$ cat src/pkg/option_map_pkg.sv
// package: register map, reset values, field layout and carriers
package option_map_pkg;

  // ***********************************************************
  // register map
  // ***********************************************************
  localparam int ADDR_W = 8;
  localparam logic [7:0] OFS_CLAMP_ALLOC = 8'h00;
  localparam logic [7:0] OFS_BANK_LATCH_ALLOC = 8'h04;
  localparam logic [7:0] OFS_OUTPUT_ALLOC = 8'h08;
  localparam logic [7:0] OFS_RESTART = 8'h0C;
  localparam logic [7:0] OFS_FUNC_STATUS = 8'h10;

  // ***********************************************************
  // reset values
  // ***********************************************************
  localparam logic [15:0] RST_CLAMP_ALLOC = 16'h1F1E;
  localparam logic [15:0] RST_BANK_LATCH_ALLOC = 16'h0000;
  localparam logic [15:0] RST_OUTPUT_ALLOC = 16'h0000;

  // ***********************************************************
  // field layout: nibble positions inside allocation words
  // ***********************************************************
  localparam int POS_LO = 0;
  localparam int VALID_LO = 4;
  localparam int POS_HI = 8;
  localparam int VALID_HI = 12;
  localparam logic [3:0] MAP_VALID = 4'h1;
  localparam int RESTART_BIT = 0;
  localparam int BANK_W = 4;
  localparam int OUTSIG_W = 3;

  // ***********************************************************
  // carriers
  // ***********************************************************
  typedef struct packed {
    logic valid;
    logic [15:0] option;
  } option_cmd_t;

  typedef struct packed {
    logic positive_clamp_flag;
    logic negative_clamp_flag;
    logic [3:0] bank_selector;
    logic latch_off_flag;
    logic [2:0] out_signal;
  } func_out_t;

endpackage : option_map_pkg

$ cat src/core/field_extract.sv
// module: pulls one mapped field out of the option word
`timescale 1ns/1ps
module field_extract #(
  parameter int W = 1
) (
  input wire logic [15:0] option,
  input wire logic [3:0] pos,
  input wire logic [3:0] valid_nib,
  output logic [W-1:0] val
);
  import option_map_pkg::*;

  logic [15:0] shifted;

  // a field running past bit 15 is treated as unmapped, not truncated
  always_comb begin
    shifted = option >> pos;
    if (valid_nib == MAP_VALID && ({1'b0, pos} <= 5'(16 - W))) begin
      val = shifted[W-1:0];
    end else begin
      val = '0;
    end
  end

endmodule : field_extract

$ cat src/core/option_field_bit_mapper.sv
// module: option field decoder with boot-latched allocation words
//
// Summary of operation
// the positive clamp flag follows its mapped option bit only while its validity nibble is 1.
// the negative clamp flag follows its mapped option bit only while its validity nibble is 1.
// the bank selector is four adjacent option bits whose lowest index is the position nibble, up to bits 12..15.
// the bank selector mapping is used only while its validity nibble is 1 and ignored at 0.
// the latch-off flag is the single option bit whose index 0..15 equals its position nibble.
// the latch-off mapping is used only while its validity nibble is 1.
// the output-signal field is three adjacent option bits starting at the position nibble.
// the output-signal mapping is used only while its validity nibble is 1.
// software keeps the two low nibbles of the output allocation word at their reserved values.
// a disabled mapping drives its function inactive whatever the option bits carry.
// allocation words take effect only at power-up; later writes wait for the next restart.
`timescale 1ns/1ps
module option_field_bit_mapper (
  input wire logic clk,
  input wire logic rst_n,
  input wire logic [option_map_pkg::ADDR_W-1:0] addr,
  input wire logic [31:0] wdata,
  input wire logic wr,
  input wire logic rd,
  output logic [31:0] rdata_r,
  input wire option_map_pkg::option_cmd_t cmd,
  output option_map_pkg::func_out_t func_r,
  output logic func_valid_r
);
  import option_map_pkg::*;

  // ***********************************************************
  // staged and active allocation words
  // ***********************************************************
  logic [15:0] stg_clamp_r;
  logic [15:0] stg_bank_r;
  logic [15:0] stg_out_r;
  logic [15:0] act_clamp_r;
  logic [15:0] act_bank_r;
  logic [15:0] act_out_r;
  logic boot_done_r;
  logic restart;
  func_out_t func_nxt;
  logic pclamp_v;
  logic nclamp_v;
  logic [BANK_W-1:0] bank_v;
  logic latch_v;
  logic [OUTSIG_W-1:0] outsig_v;

  assign restart = wr && addr == OFS_RESTART && wdata[RESTART_BIT];

  always_ff @(posedge clk or negedge rst_n) begin
    if (!rst_n) begin
      stg_clamp_r <= RST_CLAMP_ALLOC;
      stg_bank_r <= RST_BANK_LATCH_ALLOC;
      stg_out_r <= RST_OUTPUT_ALLOC;
    end else if (wr) begin
      // reserved low nibbles of the output word are stored as written
      case (addr)
        OFS_CLAMP_ALLOC: stg_clamp_r <= wdata[15:0];
        OFS_BANK_LATCH_ALLOC: stg_bank_r <= wdata[15:0];
        OFS_OUTPUT_ALLOC: stg_out_r <= wdata[15:0];
        default: ;
      endcase
    end
  end

  // the active copy loads once after reset release, or on a restart
  // command that stands in for a power cycle; staged writes never
  // reach the decoder directly so a live command sees a stable map
  always_ff @(posedge clk or negedge rst_n) begin
    if (!rst_n) begin
      act_clamp_r <= RST_CLAMP_ALLOC;
      act_bank_r <= RST_BANK_LATCH_ALLOC;
      act_out_r <= RST_OUTPUT_ALLOC;
      boot_done_r <= 1'b0;
    end else begin
      boot_done_r <= 1'b1;
      if (!boot_done_r || restart) begin
        act_clamp_r <= stg_clamp_r;
        act_bank_r <= stg_bank_r;
        act_out_r <= stg_out_r;
      end
    end
  end

  // ***********************************************************
  // field decode
  // ***********************************************************
  field_extract #(.W(1)) pclamp_x (
    .option(cmd.option),
    .pos(act_clamp_r[POS_LO+:4]),
    .valid_nib(act_clamp_r[VALID_LO+:4]),
    .val(pclamp_v)
  );
  field_extract #(.W(1)) nclamp_x (
    .option(cmd.option),
    .pos(act_clamp_r[POS_HI+:4]),
    .valid_nib(act_clamp_r[VALID_HI+:4]),
    .val(nclamp_v)
  );
  field_extract #(.W(BANK_W)) bank_x (
    .option(cmd.option),
    .pos(act_bank_r[POS_LO+:4]),
    .valid_nib(act_bank_r[VALID_LO+:4]),
    .val(bank_v)
  );
  field_extract #(.W(1)) latch_x (
    .option(cmd.option),
    .pos(act_bank_r[POS_HI+:4]),
    .valid_nib(act_bank_r[VALID_HI+:4]),
    .val(latch_v)
  );
  field_extract #(.W(OUTSIG_W)) outsig_x (
    .option(cmd.option),
    .pos(act_out_r[POS_HI+:4]),
    .valid_nib(act_out_r[VALID_HI+:4]),
    .val(outsig_v)
  );

  // one process builds the carrier so it has a single driver
  always_comb begin
    func_nxt = '0;
    func_nxt.positive_clamp_flag = pclamp_v;
    func_nxt.negative_clamp_flag = nclamp_v;
    func_nxt.bank_selector = bank_v;
    func_nxt.latch_off_flag = latch_v;
    func_nxt.out_signal = outsig_v;
  end

  // functions hold between commands; each command replaces them all
  always_ff @(posedge clk or negedge rst_n) begin
    if (!rst_n) begin
      func_r <= '0;
      func_valid_r <= 1'b0;
    end else begin
      func_valid_r <= cmd.valid;
      if (cmd.valid) begin
        func_r <= func_nxt;
      end
    end
  end

  // ***********************************************************
  // register read port
  // ***********************************************************
  always_ff @(posedge clk or negedge rst_n) begin
    if (!rst_n) begin
      rdata_r <= '0;
    end else if (rd) begin
      case (addr)
        OFS_CLAMP_ALLOC: rdata_r <= {16'h0000, stg_clamp_r};
        OFS_BANK_LATCH_ALLOC: rdata_r <= {16'h0000, stg_bank_r};
        OFS_OUTPUT_ALLOC: rdata_r <= {16'h0000, stg_out_r};
        OFS_FUNC_STATUS: rdata_r <= {22'h000000, func_r};
        default: rdata_r <= '0;
      endcase
    end else begin
      rdata_r <= '0;
    end
  end
endmodule : option_field_bit_mapper

$ cat config.mk
export PLATFORM = sky130hd
export DESIGN_NAME = option_field_bit_mapper
export DESIGN_NICKNAME = d
export VERILOG_FILES = /design/src/pkg/option_map_pkg.sv /design/src/core/field_extract.sv /design/src/core/option_field_bit_mapper.sv
export SDC_FILE = /design/constraint.sdc
export NUM_CORES = 1
export LEC_CHECK = 0
export BUFFER_PORTS_ARGS = -buffer_cell sky130_fd_sc_hd__buf_4
export CORE_MARGIN = 10
export CORE_UTILIZATION = 35
export CTS_BUF_LIST = sky130_fd_sc_hd__clkbuf_16
export DETAILED_ROUTE_END_ITERATION = 7
export GPL_TIMING_DRIVEN = 0
export PLACE_DENSITY = 0.6
export SYNTH_ARGS = -nofsm -noshare
export SYNTH_HDL_FRONTEND = slang
export SYNTH_SLANG_ARGS = --single-unit
$ cat constraint.sdc
create_clock -name clk -period 1.8 [get_ports clk]
set_input_delay 0 -clock clk [delete_from_list [all_inputs] [get_ports clk]]
set_output_delay 0 -clock clk [all_outputs]
set_load 0.03 [all_outputs]
# Word-level counts from Yosys, hierarchy flattened
# Index checks and enable logic that the tools add are counted.
[word_totals]
register_bits = 140
latchBits = 0
ram_bits = 0
mem_bits_ro = 0
output_inout_bits = 43
elab_cells = 47
n_memories = 0
[classes]
add_sub_neg = 0
n_mul = 0
div = 0
n_lt_le_gt_ge = 2
eq_ne = 9
n_shift = 5
mux = 7
bitwise = 0
n_reduce_logical = 10
[ops]
columns = ["operator", "n"]
rows = [
  ["$pmux W16 S4", 1],
  ["$shr A16 B4 Y1", 3],
  ["$mux W32", 1],
  ["$eq A4 B1 Y1 const B", 5],
  ["$eq A8 B4 Y1 const B", 2],
  ["$shr A16 B4 Y3", 1],
  ["$shr A16 B4 Y4", 1],
  ["$eq A8 B3 Y1 const B", 1],
  ["$eq A8 B5 Y1 const B", 1],
  ["$le A4 B4 Y1 const B", 2],
  ["$logic_not A8 Y1", 1],
  ["$reduce_and A2 Y1", 3],
  ["$logic_and A1 B1 Y1", 4],
  ["$mux W4", 1],
  ["$mux W1", 3],
  ["$mux W3", 1],
  ["$logic_not A1 Y1", 1],
  ["$logic_or A1 B1 Y1", 1],
]

# Depth between registers and ports, before layout
# Gate-level depths: netlist of run 1.
[depth]
depth_word = 4
depth_mapped = 6
depth_no_buf = 4

# Modules after synthesis
# Synthesis of run 1 repeated with hierarchy kept, for this count alone.
[hier_totals]
cells_unflattened = 495
area_unflattened_um2 = 6362.4
[modules_own_cells]
columns = ["module", "n_inst", "cells_each", "area_each_um2", "seq_area_each_um2"]
rows = [
  ["option_field_bit_mapper", 1, 342, 4853.4, 2925.3],
  ["field_extract (bank_x)", 1, 54, 610.6, 0.0],
  ["field_extract (latch_x ...)", 3, 16, 158.9, 0.0],
  ["field_extract (outsig_x)", 1, 51, 421.7, 0.0],
]

# Worst setup path after synthesis of run 1
# OpenSTA, ideal clock, no wires.
[synth_path]
path_kind = "flip-flop to flip-flop"
startpoint = "register act_bank_r[0]"
endpoint = "register func_r[6] (netlist name)"
setup_ns = 0.124
arrival_ns = 1.788
t_required_ns = 1.676
slack_ns = -0.112
path_stages_with_launch = 7
period_less_slack_ns = 1.912
path_cell_list = "dfrtp_1 clkbuf_1 buf_1 mux2_2 nand3b_1 a21oi_1 a211o_1"
[synth_via]
elab_chain_cells = 3
elab_cells_between_ends = 4
[synth_lines]
columns = ["item", "line_no", "text"]
rows = [
  ["from (decl)", "option_field_bit_mapper.sv:37", "logic [15:0] act_bank_r;"],
  ["from (signal assigned)", "option_field_bit_mapper.sv:79", "act_bank_r <= stg_bank_r;"],
  ["$le A4 B4 Y1", "field_extract.sv:18", "if (valid_nib == MAP_VALID && ({1'b0, pos} <= 5'(16 - W))) begin"],
  ["$logic_and A1 B1 Y1", "field_extract.sv:18", ""],
  ["$mux W4 *", "field_extract.sv:18", ""],
  ["to (signal assigned)", "option_field_bit_mapper.sv:137", "func_r <= func_nxt;"],
  ["to (decl)", "option_field_bit_mapper.sv:25", "output option_map_pkg::func_out_t func_r,"],
]
# Mark *: on every way between the ends. The rest lies on a longest branch, timed or not.
# A chain may end at the register's enable or synchronous reset.

# Worst setup path in the final report of run 1
[layout_path]
startpoint = "register act_clamp_r[2]"
endpoint = "register func_r[9] (netlist name)"
[layout_via]
elab_chain_cells = 2
[layout_lines]
columns = ["item", "line_no", "text"]
rows = [
  ["from (decl)", "option_field_bit_mapper.sv:36", "logic [15:0] act_clamp_r;"],
  ["from (signal assigned)", "option_field_bit_mapper.sv:78", "act_clamp_r <= stg_clamp_r;"],
  ["$shr A16 B4 Y1", "field_extract.sv:17", "shifted = option >> pos;"],
  ["$mux W1", "field_extract.sv:18", ""],
]
# Every way passes these cells.

==> flow_summary.json, run 1 <==
{
  "outcome": "finished with violations",
  "violations": "negative setup slack",
  "grt_pass1_vias": 4654,
  "finClkSkew_ps": 6.117,
  "synthesis.area_mm2": 0.006117,
  "synth_edf_count": 0,
  "synth_most_common_cell": "mux2_2",
  "synth.avg_cell_area_um2": 13.41,
  "end_kind": "register",
  "yosysTopAreaCell": "dfrtp_1",
  "leakagePower_nw": 3.620,
  "path_class": "reg2reg",
  "grt_antenna_before_repair": 0,
  "worstPathMaxFanout": 5,
  "utilization": 0.4631,
  "ys.flop_type": "dfrtp_1",
  "seqPwrFrac": 0.388,
  "start_util": 0.3549,
  "ys_warn_count": 0,
  "dp_slack_ps": -491.3,
  "vias": 4268,
  "path_common_cell": "mux4_2",
  "cts.sinks": 116,
  "gp_congestion": 0.8333,
  "p_int_w": 0.005620,
  "synth_area_leaders": "dfrtp_1 40%, mux2_2 19%, mux4_2 12%",
  "htreeDepth": 4,
  "clk_latency_ps": 420,
  "cts-root-buf": "clkbuf_16",
  "use_met3": 0.03443,
  "path_cells": "mux4_2 -> mux4_2 -> nand3_2 -> o21ai_1",
  "clkSlewWorstSetupHoldPaths_ps": 50,
  "fin_ws_ps": -110.5,
  "slowest_delay_ps": 610,
  "fillers": 1574,
  "gr-usage-met1": 0.1919,
  "power_w": 0.007326,
  "p_comb_frac": 0.122,
  "power.share.clock": 0.489,
  "hold_viol": 0,
  "dr.pass1.iters": 5,
  "cap_violations": 0,
  "powerDensity_mw_per_mm2": 917.9,
  "synth_top_area_share": 0.4009,
  "drive_above_1_share": 0.4983,
  "met2_usage": 0.2282,
  "ys_seq_area_frac": 0.4782,
  "rsz0062_at_grt": "true",
  "cts_max_path_buffers": 2,
  "placement.io_buffers": 66,
  "place_inst": 763,
  "synthArstFlopShare": 1.000,
  "final-setup-viol-count": 2,
  "avgRoutedWirePerCell_um": 20.73,
  "dpl.hpwl_mm": 11.96,
  "finalNonFillerCells": 813,
  "pin_count": 104,
  "cpMaxStageDelayCell": "dfstp_2",
  "yosys.cell_types.count": 45,
  "relSlewSlack": 0.3022,
  "postSynthCellCount": 456,
  "die_y_um": 152.2,
  "numCtsBuffers": 17,
  "drtIter0Drc": 453,
  "wl_mm": 16.85,
  "grt_max_degree": 66,
  "gr-total-overflow": 0,
  "groute.usage.overall": 0.1461,
  "num_rows": 48,
  "ant_nets": 0,
  "hold_path.class": "in2reg",
  "slew_violations": 0,
  "core_area_mm2": 0.01724,
  "worstPathRequired_ps": 2080,
  "yosys_register_bits": 116,
  "via_per_inst": 5.250,
  "cts_tree": "built",
  "tightest_slew_ps": 1038,
  "cp-start-kind": "register",
  "period_minus_slack_ps": 1911,
  "die_w_um": 152.2,
  "nets": 636,
  "drc": 0,
  "area_growth_pct": 30.48,
  "timing.final.crit_share": 1.061,
  "crit_arrival_ps": 2190,
  "dieArea_mm2": 0.02316,
  "swShare": 0.2329,
  "whs_path_depth": 4,
  "power.net_switching_w": 0.001706,
  "r2r_cells": 4,
  "gr-max-usage-layer": "met2",
  "synth_common_cells": "101 x mux2_2, 98 x dfrtp_1, 32 x mux4_2",
  "vdd_ir_drop_max_v": 0.0007574,
  "diodes": 0,
  "fmax_ghz": 0.5234,
  "grt_first_pass_wirelength_mm": 26.79
}
## routing by layer
| metal | vias to the layer above | wire length [µm] |
|---|---|---|
| li1 | 1922 | - |
| met1 | 2165 | 7529 |
| met2 | 155 | 8018 |
| met3 | 26 | 994 |
| met4 | 0 | 311 |
| met5 | - | 0 |
## area by class of cell
class	count	area [µm²]	area share
plain buffers	47	316.6	0.03966
clock buffers	17	425.4	0.05330
clock inverters	15	198.9	0.02493
inverters	9	33.78	0.004233
multi-input cells	297	3078	0.3856
flip-flops and latches	116	2929	0.3670
well taps	225	281.5	0.03527
repair buffers	87	718.2	0.08998
## worst max-delay path: cells and delay by family (launching register included)
kind               cells  cell delay (ps)
AOI/OAI and AO/OA      1               70
muxes                  2             1010
and+or+nand+nor        1               80
DFF                    1              610
## through the flow
step | hold slack (ps) | area, µm² | setup TNS (ps)
after floorplan | -295.6 | 6324 | -2889
after global placement | 191.4 | 7101 | -23420
after detailed placement | 159.6 | 7128 | -25730
after CTS | 72.97 | 7946 | -242.7
after global routing | 86.77 | 7981 | -376.7
final | 92.14 | 7981 | -195.1
## flip-flops by register name (all words and copies together) (netlist names)
register	cells
act_bank_r	16
act_clamp_r	16
act_out_r	8
boot_done_r	1
func_r	10
func_valid_r	1
rdata_r	16
stg_bank_r	16
stg_clamp_r	16
stg_out_r	16
## layout by cell type, fill, tap and decap left out, types with 4 or more instances in the layout
| master | netlist | routed |
|---|---|---|
| mux2_4 | 0 | 34 |
| clkbuf_16 | 0 | 17 |
| a22o_1 | 10 | 10 |
| nor4b_1 | 6 | 5 |
| dfrtp_1 | 98 | 95 |
| buf_6 | 5 | 4 |
| nor2b_1 | 7 | 7 |
| mux2_2 | 101 | 67 |
| nand2_1 | 6 | 6 |
| clkbuf_1 | 19 | 13 |
| dlygate4sd3_1 | 0 | 18 |
| inv_1 | 9 | 13 |
| nand3b_1 | 4 | 4 |
| buf_1 | 5 | 4 |
| buf_4 | 17 | 86 |
| nor3b_1 | 4 | 4 |
| mux2i_1 | 18 | 18 |
| mux4_2 | 32 | 32 |
| conb_1 | 2 | 17 |
| dfstp_2 | 18 | 18 |
| nor3_1 | 5 | 4 |
| o21ai_0 | 6 | 4 |
| a21oi_1 | 10 | 10 |
| a22oi_1 | 9 | 9 |
| nand2b_1 | 5 | 5 |
| bufinv_16 | 0 | 5 |
| nor2_1 | 27 | 27 |
## path summary, 6_finish.rpt
kind                                     start             end  slack, ps
worst max-delay path            act_clamp_r[2]       func_r[9]       -110
worst min-delay path                   addr[6]      rdata_r[4]         90
worst max register to register  act_clamp_r[2]       func_r[9]       -110
worst min register to register    stg_out_r[7]    stg_out_r[7]        500
max in group asynchronous                rst_n  act_clamp_r[1]        800
min in group asynchronous                rst_n   stg_out_r[12]        210
## timing repair
item	4_1_cts	5_1_grt
cloned	0	0
gates resized for setup	8	10
hold buffers	18	0
endpoints found under the setup margin	10	14
pin swaps	0	2
hold endpoints to repair	106	0
setup buffers	0	2
## power groups by stage
| stage | sequential (W) | combinational [W] | clock [W] |
|---|---|---|---|
| 2_1_floorplan | 0.00286 | 0.000556 | 0 |
| 3_3_place_gp | 0.00287 | 0.000839 | 0 |
| 3_5_place_dp | 0.00288 | 0.000863 | 0 |
| 4_1_cts | 0.00285 | 0.000893 | 0.00364 |
| 5_1_grt | 0.00286 | 0.000966 | 0.00377 |
| 6_report | 0.00285 | 0.000895 | 0.00359 |
## cell families after synthesis
family                 count (synthesis)  share of synthesized area
flip-flops                           116                     0.4782
other                                  2                   0.001228
buffers and inverters                 58                    0.05277
AO/OA/AOI/OAI                         53                    0.06279
AND/OR/NAND/NOR                       76                    0.07179
multiplexers                         151                     0.3332
No activity file was read; power rests on OpenSTA's default activity.
==> run 2, diff against run 1 <==
--- a/config.mk
+++ b/config.mk
@@ -17 +17,2 @@
 export SYNTH_SLANG_ARGS = --single-unit
+export TNS_END_PERCENT = 30
==> constraint.sdc (replaced) <==
create_clock -name clk -period 1.8 [get_ports clk]
set_input_delay 0.36 -clock clk [delete_from_list [all_inputs] [get_ports clk]]
set_output_delay 0.36 -clock clk [all_outputs]
set_load 0.03 [all_outputs]
==> run 2 against run 1 <==
- the flow still finishes with violations (negative setup slack)
- via count rose by 0.96%
- worst setup slack got worse by 23 ps
- hold slack improved by 42 ps
- critical endpoint is now func_r[8]
==> flow_summary.json, run 2 (synthesis results as in run 1) <==
{
  "crit_arrival_ps": 2200,
  "relSlewSlack": 0.4651,
  "cpMaxStageDelayCell": "dfstp_2",
  "path_common_cell": "mux4_2",
  "final-setup-viol-count": 52,
  "final_cell_area_mm2": 0.008019,
  "hold_path.class": "in2reg",
  "slew_violations": 0,
  "worstPathMaxFanout": 5,
  "end_kind": "register",
  "clk_latency_ps": 420,
  "nets": 633,
  "dr.pass1.iters": 4,
  "pin_count": 104,
  "clkSlewWorstSetupHoldPaths_ps": 50,
  "drtIter0Drc": 294,
  "gr-total-overflow": 0,
  "violations": "negative setup slack",
  "htreeDepth": 4,
  "via_per_inst": 5.320,
  "numCtsBuffers": 17,
  "cap_violations": 0,
  "avgRoutedWirePerCell_um": 21.30,
  "rsz0062_at_grt": "true",
  "start_util": 0.3549,
  "hold_viol": 0,
  "leakagePower_nw": 3.695,
  "cts_max_path_buffers": 2,
  "ant_nets": 0,
  "path_cells": "mux4_2 -> mux4_2 -> nand3_1 -> o21ai_0",
  "outcome": "finished with violations",
  "gp_congestion": 0.8470,
  "power_w": 0.006709,
  "worstPathRequired_ps": 2070,
  "timing.final.crit_share": 1.074,
  "placed_cell_area_mm2": 0.006992,
  "vdd_ir_drop_max_v": 0.0007293,
  "fmax_ghz": 0.5172,
  "vias": 4309,
  "core_area_mm2": 0.01724,
  "area_growth_pct": 31.09,
  "drc": 0,
  "finClkSkew_ps": 9.830,
  "multi_input_area_mm2": 0.003148,
  "cts.sinks": 116,
  "powerDensity_mw_per_mm2": 836.6,
  "groute.usage.overall": 0.1487,
  "fillers": 1517,
  "period_minus_slack_ps": 1934,
  "layout_common_cells": "94 x dfrtp_1, 90 x buf_4, 61 x mux2_2, 40 x mux2_4, 32 x mux4_2",
  "place_inst": 763,
  "finalNonFillerCells": 810,
  "grt_antenna_before_repair": 0,
  "cts-root-buf": "clkbuf_16",
  "cts_tree": "built",
  "wl_mm": 17.25,
  "drive_above_1_share": 0.5179,
  "path_class": "reg2reg",
  "die_w_um": 152.2,
  "diodes": 0,
  "grt_max_degree": 93,
  "placement.io_buffers": 66,
  "grt_pass1_vias": 4571,
  "cp-start-kind": "register",
  "grt_first_pass_wirelength_mm": 27.34,
  "die_y_um": 152.2,
  "fin_ws_ps": -133.6,
  "register_area_mm2": 0.002930,
  "slowest_delay_ps": 610,
  "dpl.hpwl_mm": 11.57,
  "num_rows": 48,
  "dieArea_mm2": 0.02316,
  "final_common_cell": "dfrtp_1",
  "tightest_slew_ps": 791.2
}
[run 2: area by class of cell]
type,instances,share of cell area
Buffer,43,0.03963
Clock buffer,17,0.05305
Clock inverter,15,0.01077
Inverter,9,0.004213
Multi-Input combinational cell,297,0.3926
Sequential cell,116,0.3654
Tap cell,225,0.03511
Timing Repair Buffer,88,0.09924
[run 2: path summary, 6_finish.rpt]
check	to	slack, ps	cells past startpoint	start
max in group asynchronous	stg_clamp_r[2]	680	3	rst_n
hold / removal	func_valid_r	130	1	cmd[16]
setup reg to reg	func_r[8]	-130	4	act_clamp_r[10]
min in group asynchronous	act_out_r[9]	370	2	rst_n
setup / recovery	func_r[8]	-130	4	act_clamp_r[10]
hold reg to reg	act_bank_r[4]	500	1	act_bank_r[4]
[run 2: through the flow]
stage	setup TNS, ps	setup WS [ps]	hold slack (ps)	util
after floorplan	-27680	-424.3	64.41	-
after CTS	-6460	-170.5	117.2	0.4632
after global placement	-63490	-936.8	482.7	0.4038
final	-2801	-133.6	134.5	0.4652
after global routing	-4959	-191.4	118.1	0.4652
after detailed placement	-63850	-907.8	239.7	0.4056
[run 2: layer usage]
| layer | vias to the layer above | track usage | wire, µm |
|---|---|---|---|
| met5 | - | 0 | 0 |
| met4 | 0 | 0.04356 | 188 |
| met3 | 16 | 0.04318 | 983 |
| met2 | 120 | 0.2430 | 8648 |
| met1 | 2262 | 0.1865 | 7433 |
| li1 | 1911 | - | - |
[run 2: what timing repair did]
item / 4_1_cts / 5_1_grt
gates resized for setup: 73 / 20
setup endpoints to repair: 96 / 88
pin swaps: 4 / 2
hold buffers: 1 / 0
setup buffers: 13 / 5
gates cloned: 3 / 1
hold endpoints to repair: 21 / 0
[run 2: power breakdown]
group	internal, W	switching, W
logic	0.000486	0.000448
clock network	0.00182	0.00110
registers	0.00274	0.000106
[run 2: critical path: cells and delay by family, from the launching register on]
| family | cells | cell delay [ps] |
|---|---|---|
| multiplexers | 2 | 1010 |
| flip-flops | 1 | 610 |
| AND/OR/NAND/NOR | 1 | 90 |
| AO/OA/AOI/OAI | 1 | 80 |
==> run 3, diff against run 2 <==
Settings changed: SKIP_CTS_REPAIR_TIMING set to 1.
==> run 3 against run 2 <==
- the run still ends with negative setup slack left
- first-iteration DRC count shrank 13%
- core utilization shrank 1.1 points
- count of clock-buffer cells in the layout is the same
- critical path depth grew 3
- clock power is essentially flat
- global-route usage shrank 0.69 points
- die area is the same
- clock skew grew 3.5 ps
- register-to-register slack gained 20 ps
- cell count shrank 1.1%
- worst setup slack lost 77 ps
- fmax shrank 3.8%
- largest power group unchanged
- highest routed layer unchanged
==> flow_summary.json, run 3 (synthesis results as in run 1) <==
{
  "slowest_delay_ps": 520,
  "fin_ws_ps": -210.3,
  "cts_max_path_buffers": 2,
  "cts.sinks": 116,
  "multi_input_area_mm2": 0.003105,
  "grt_antenna_before_repair": 0,
  "crit_arrival_ps": 2300,
  "finClkSkew_ps": 13.33,
  "clkSlewWorstSetupHoldPaths_ps": 50,
  "path_class": "in2reg",
  "path_cells": "buf_4 -> or4_4 -> nor4b_4 -> buf_4 -> a41o_4 -> buf_12 -> mux2_2",
  "cp-start-kind": "primary input",
  "vdd_ir_drop_max_v": 0.0007186,
  "avgRoutedWirePerCell_um": 21.18,
  "die_y_um": 152.2,
  "slew_violations": 0,
  "utilization": 0.4545,
  "rsz0062_at_grt": "true",
  "outcome": "finished with violations",
  "placement.io_buffers": 66,
  "via_per_inst": 5.296,
  "register_area_mm2": 0.002930,
  "gp_congestion": 0.8470,
  "path_common_cell": "buf_4",
  "path_buf_inv": 3,
  "cts_tree": "built",
  "powerDensity_mw_per_mm2": 850.5,
  "final-setup-viol-count": 67,
  "diodes": 0,
  "htreeDepth": 4,
  "hold_viol": 0,
  "num_rows": 48,
  "ant_nets": 0,
  "timing.final.crit_share": 1.117,
  "fmax_ghz": 0.4974,
  "cap_violations": 0,
  "cpMaxStageDelayCell": "or4_4",
  "hold_path.class": "in2reg",
  "clk_latency_ps": 420,
  "numCtsBuffers": 17,
  "holdWs_ps": 143.3,
  "drive_above_1_share": 0.5122,
  "cp_top_family": "simple AND/OR/NAND/NOR gates",
  "grt_pass1_vias": 4392,
  "start_util": 0.3549,
  "finalNonFillerCells": 801,
  "pin_count": 104,
  "leakagePower_nw": 3.570,
  "tightest_slew_ps": 802.8,
  "end_kind": "register",
  "nets": 624,
  "vias": 4242,
  "worstPathRequired_ps": 2090,
  "placed_cell_area_mm2": 0.006992,
  "dpl.hpwl_mm": 11.57,
  "place_inst": 763,
  "grt_max_degree": 93,
  "dr.pass1.iters": 4,
  "worstPathMaxFanout": 10,
  "final_cell_area_mm2": 0.007834,
  "core_area_mm2": 0.01724,
  "area_growth_pct": 28.06,
  "fillers": 1559,
  "groute.usage.overall": 0.1418,
  "grt_first_pass_wirelength_mm": 25.94,
  "wl_mm": 16.97,
  "drtIter0Drc": 256,
  "dieArea_mm2": 0.02316,
  "final_common_cell": "dfrtp_1",
  "violations": "negative setup slack",
  "cts-root-buf": "clkbuf_16",
  "period_minus_slack_ps": 2010,
  "relSlewSlack": 0.4573,
  "drc": 0,
  "die_w_um": 152.2,
  "layout_common_cells": "94 x dfrtp_1, 87 x buf_4, 71 x mux2_2, 32 x mux4_2, 30 x mux2_4",
  "gr-total-overflow": 0
}
-- run 3: through the flow --
| step | total power, W | setup WS, ps | TNS [ps] |
|---|---|---|---|
| final | 0.006663 | -210.3 | -8798 |
| after detailed placement | 0.003701 | -907.8 | -63850 |
| after global placement | 0.003672 | -936.8 | -63490 |
| after global routing | 0.006934 | -228.4 | -10450 |
| after CTS | 0.006643 | -473.9 | -21260 |
| after floorplan | 0.003375 | -424.3 | -27680 |
-- run 3: layout make-up --
| class | count | share of cell area |
|---|---|---|
| multi-input cells | 297 | 0.3964 |
| clock inverters | 15 | 0.01102 |
| well taps | 225 | 0.03594 |
| plain buffers | 45 | 0.04185 |
| flip-flops and latches | 116 | 0.3741 |
| repair buffers | 77 | 0.08210 |
| clock buffers | 17 | 0.05430 |
| inverters | 9 | 0.004312 |
-- run 3: per-layer routing --
metal	GRT usage	share of wire	vias up
li1	-	-	1895
met1	0.1733	0.42	2202
met3	0.04234	0.068	9
met2	0.2369	0.50	136
met4	0.03989	0.0054	0
met5	0	0	-
-- run 3: power breakdown --
part	internal, W	total (W)	leakage [nW]	switching (W)
clock network	0.00182	0.00292	0.271	0.00109
logic	0.000461	0.000899	1.77	0.000438
registers	0.00274	0.00285	1.53	0.000106
-- run 3: final timing paths --
path	startpoint	endpoint	slack, ps	cells after the start
setup / recovery	addr[0]	act_out_r[9]	-210	7
hold / removal	cmd[16]	func_valid_r	140	1
setup reg to reg	act_clamp_r[10]	func_r[8]	-110	4
hold reg to reg	act_bank_r[4]	act_bank_r[4]	500	1
max in group asynchronous	rst_n	stg_clamp_r[2]	670	3
min in group asynchronous	rst_n	act_out_r[9]	370	2
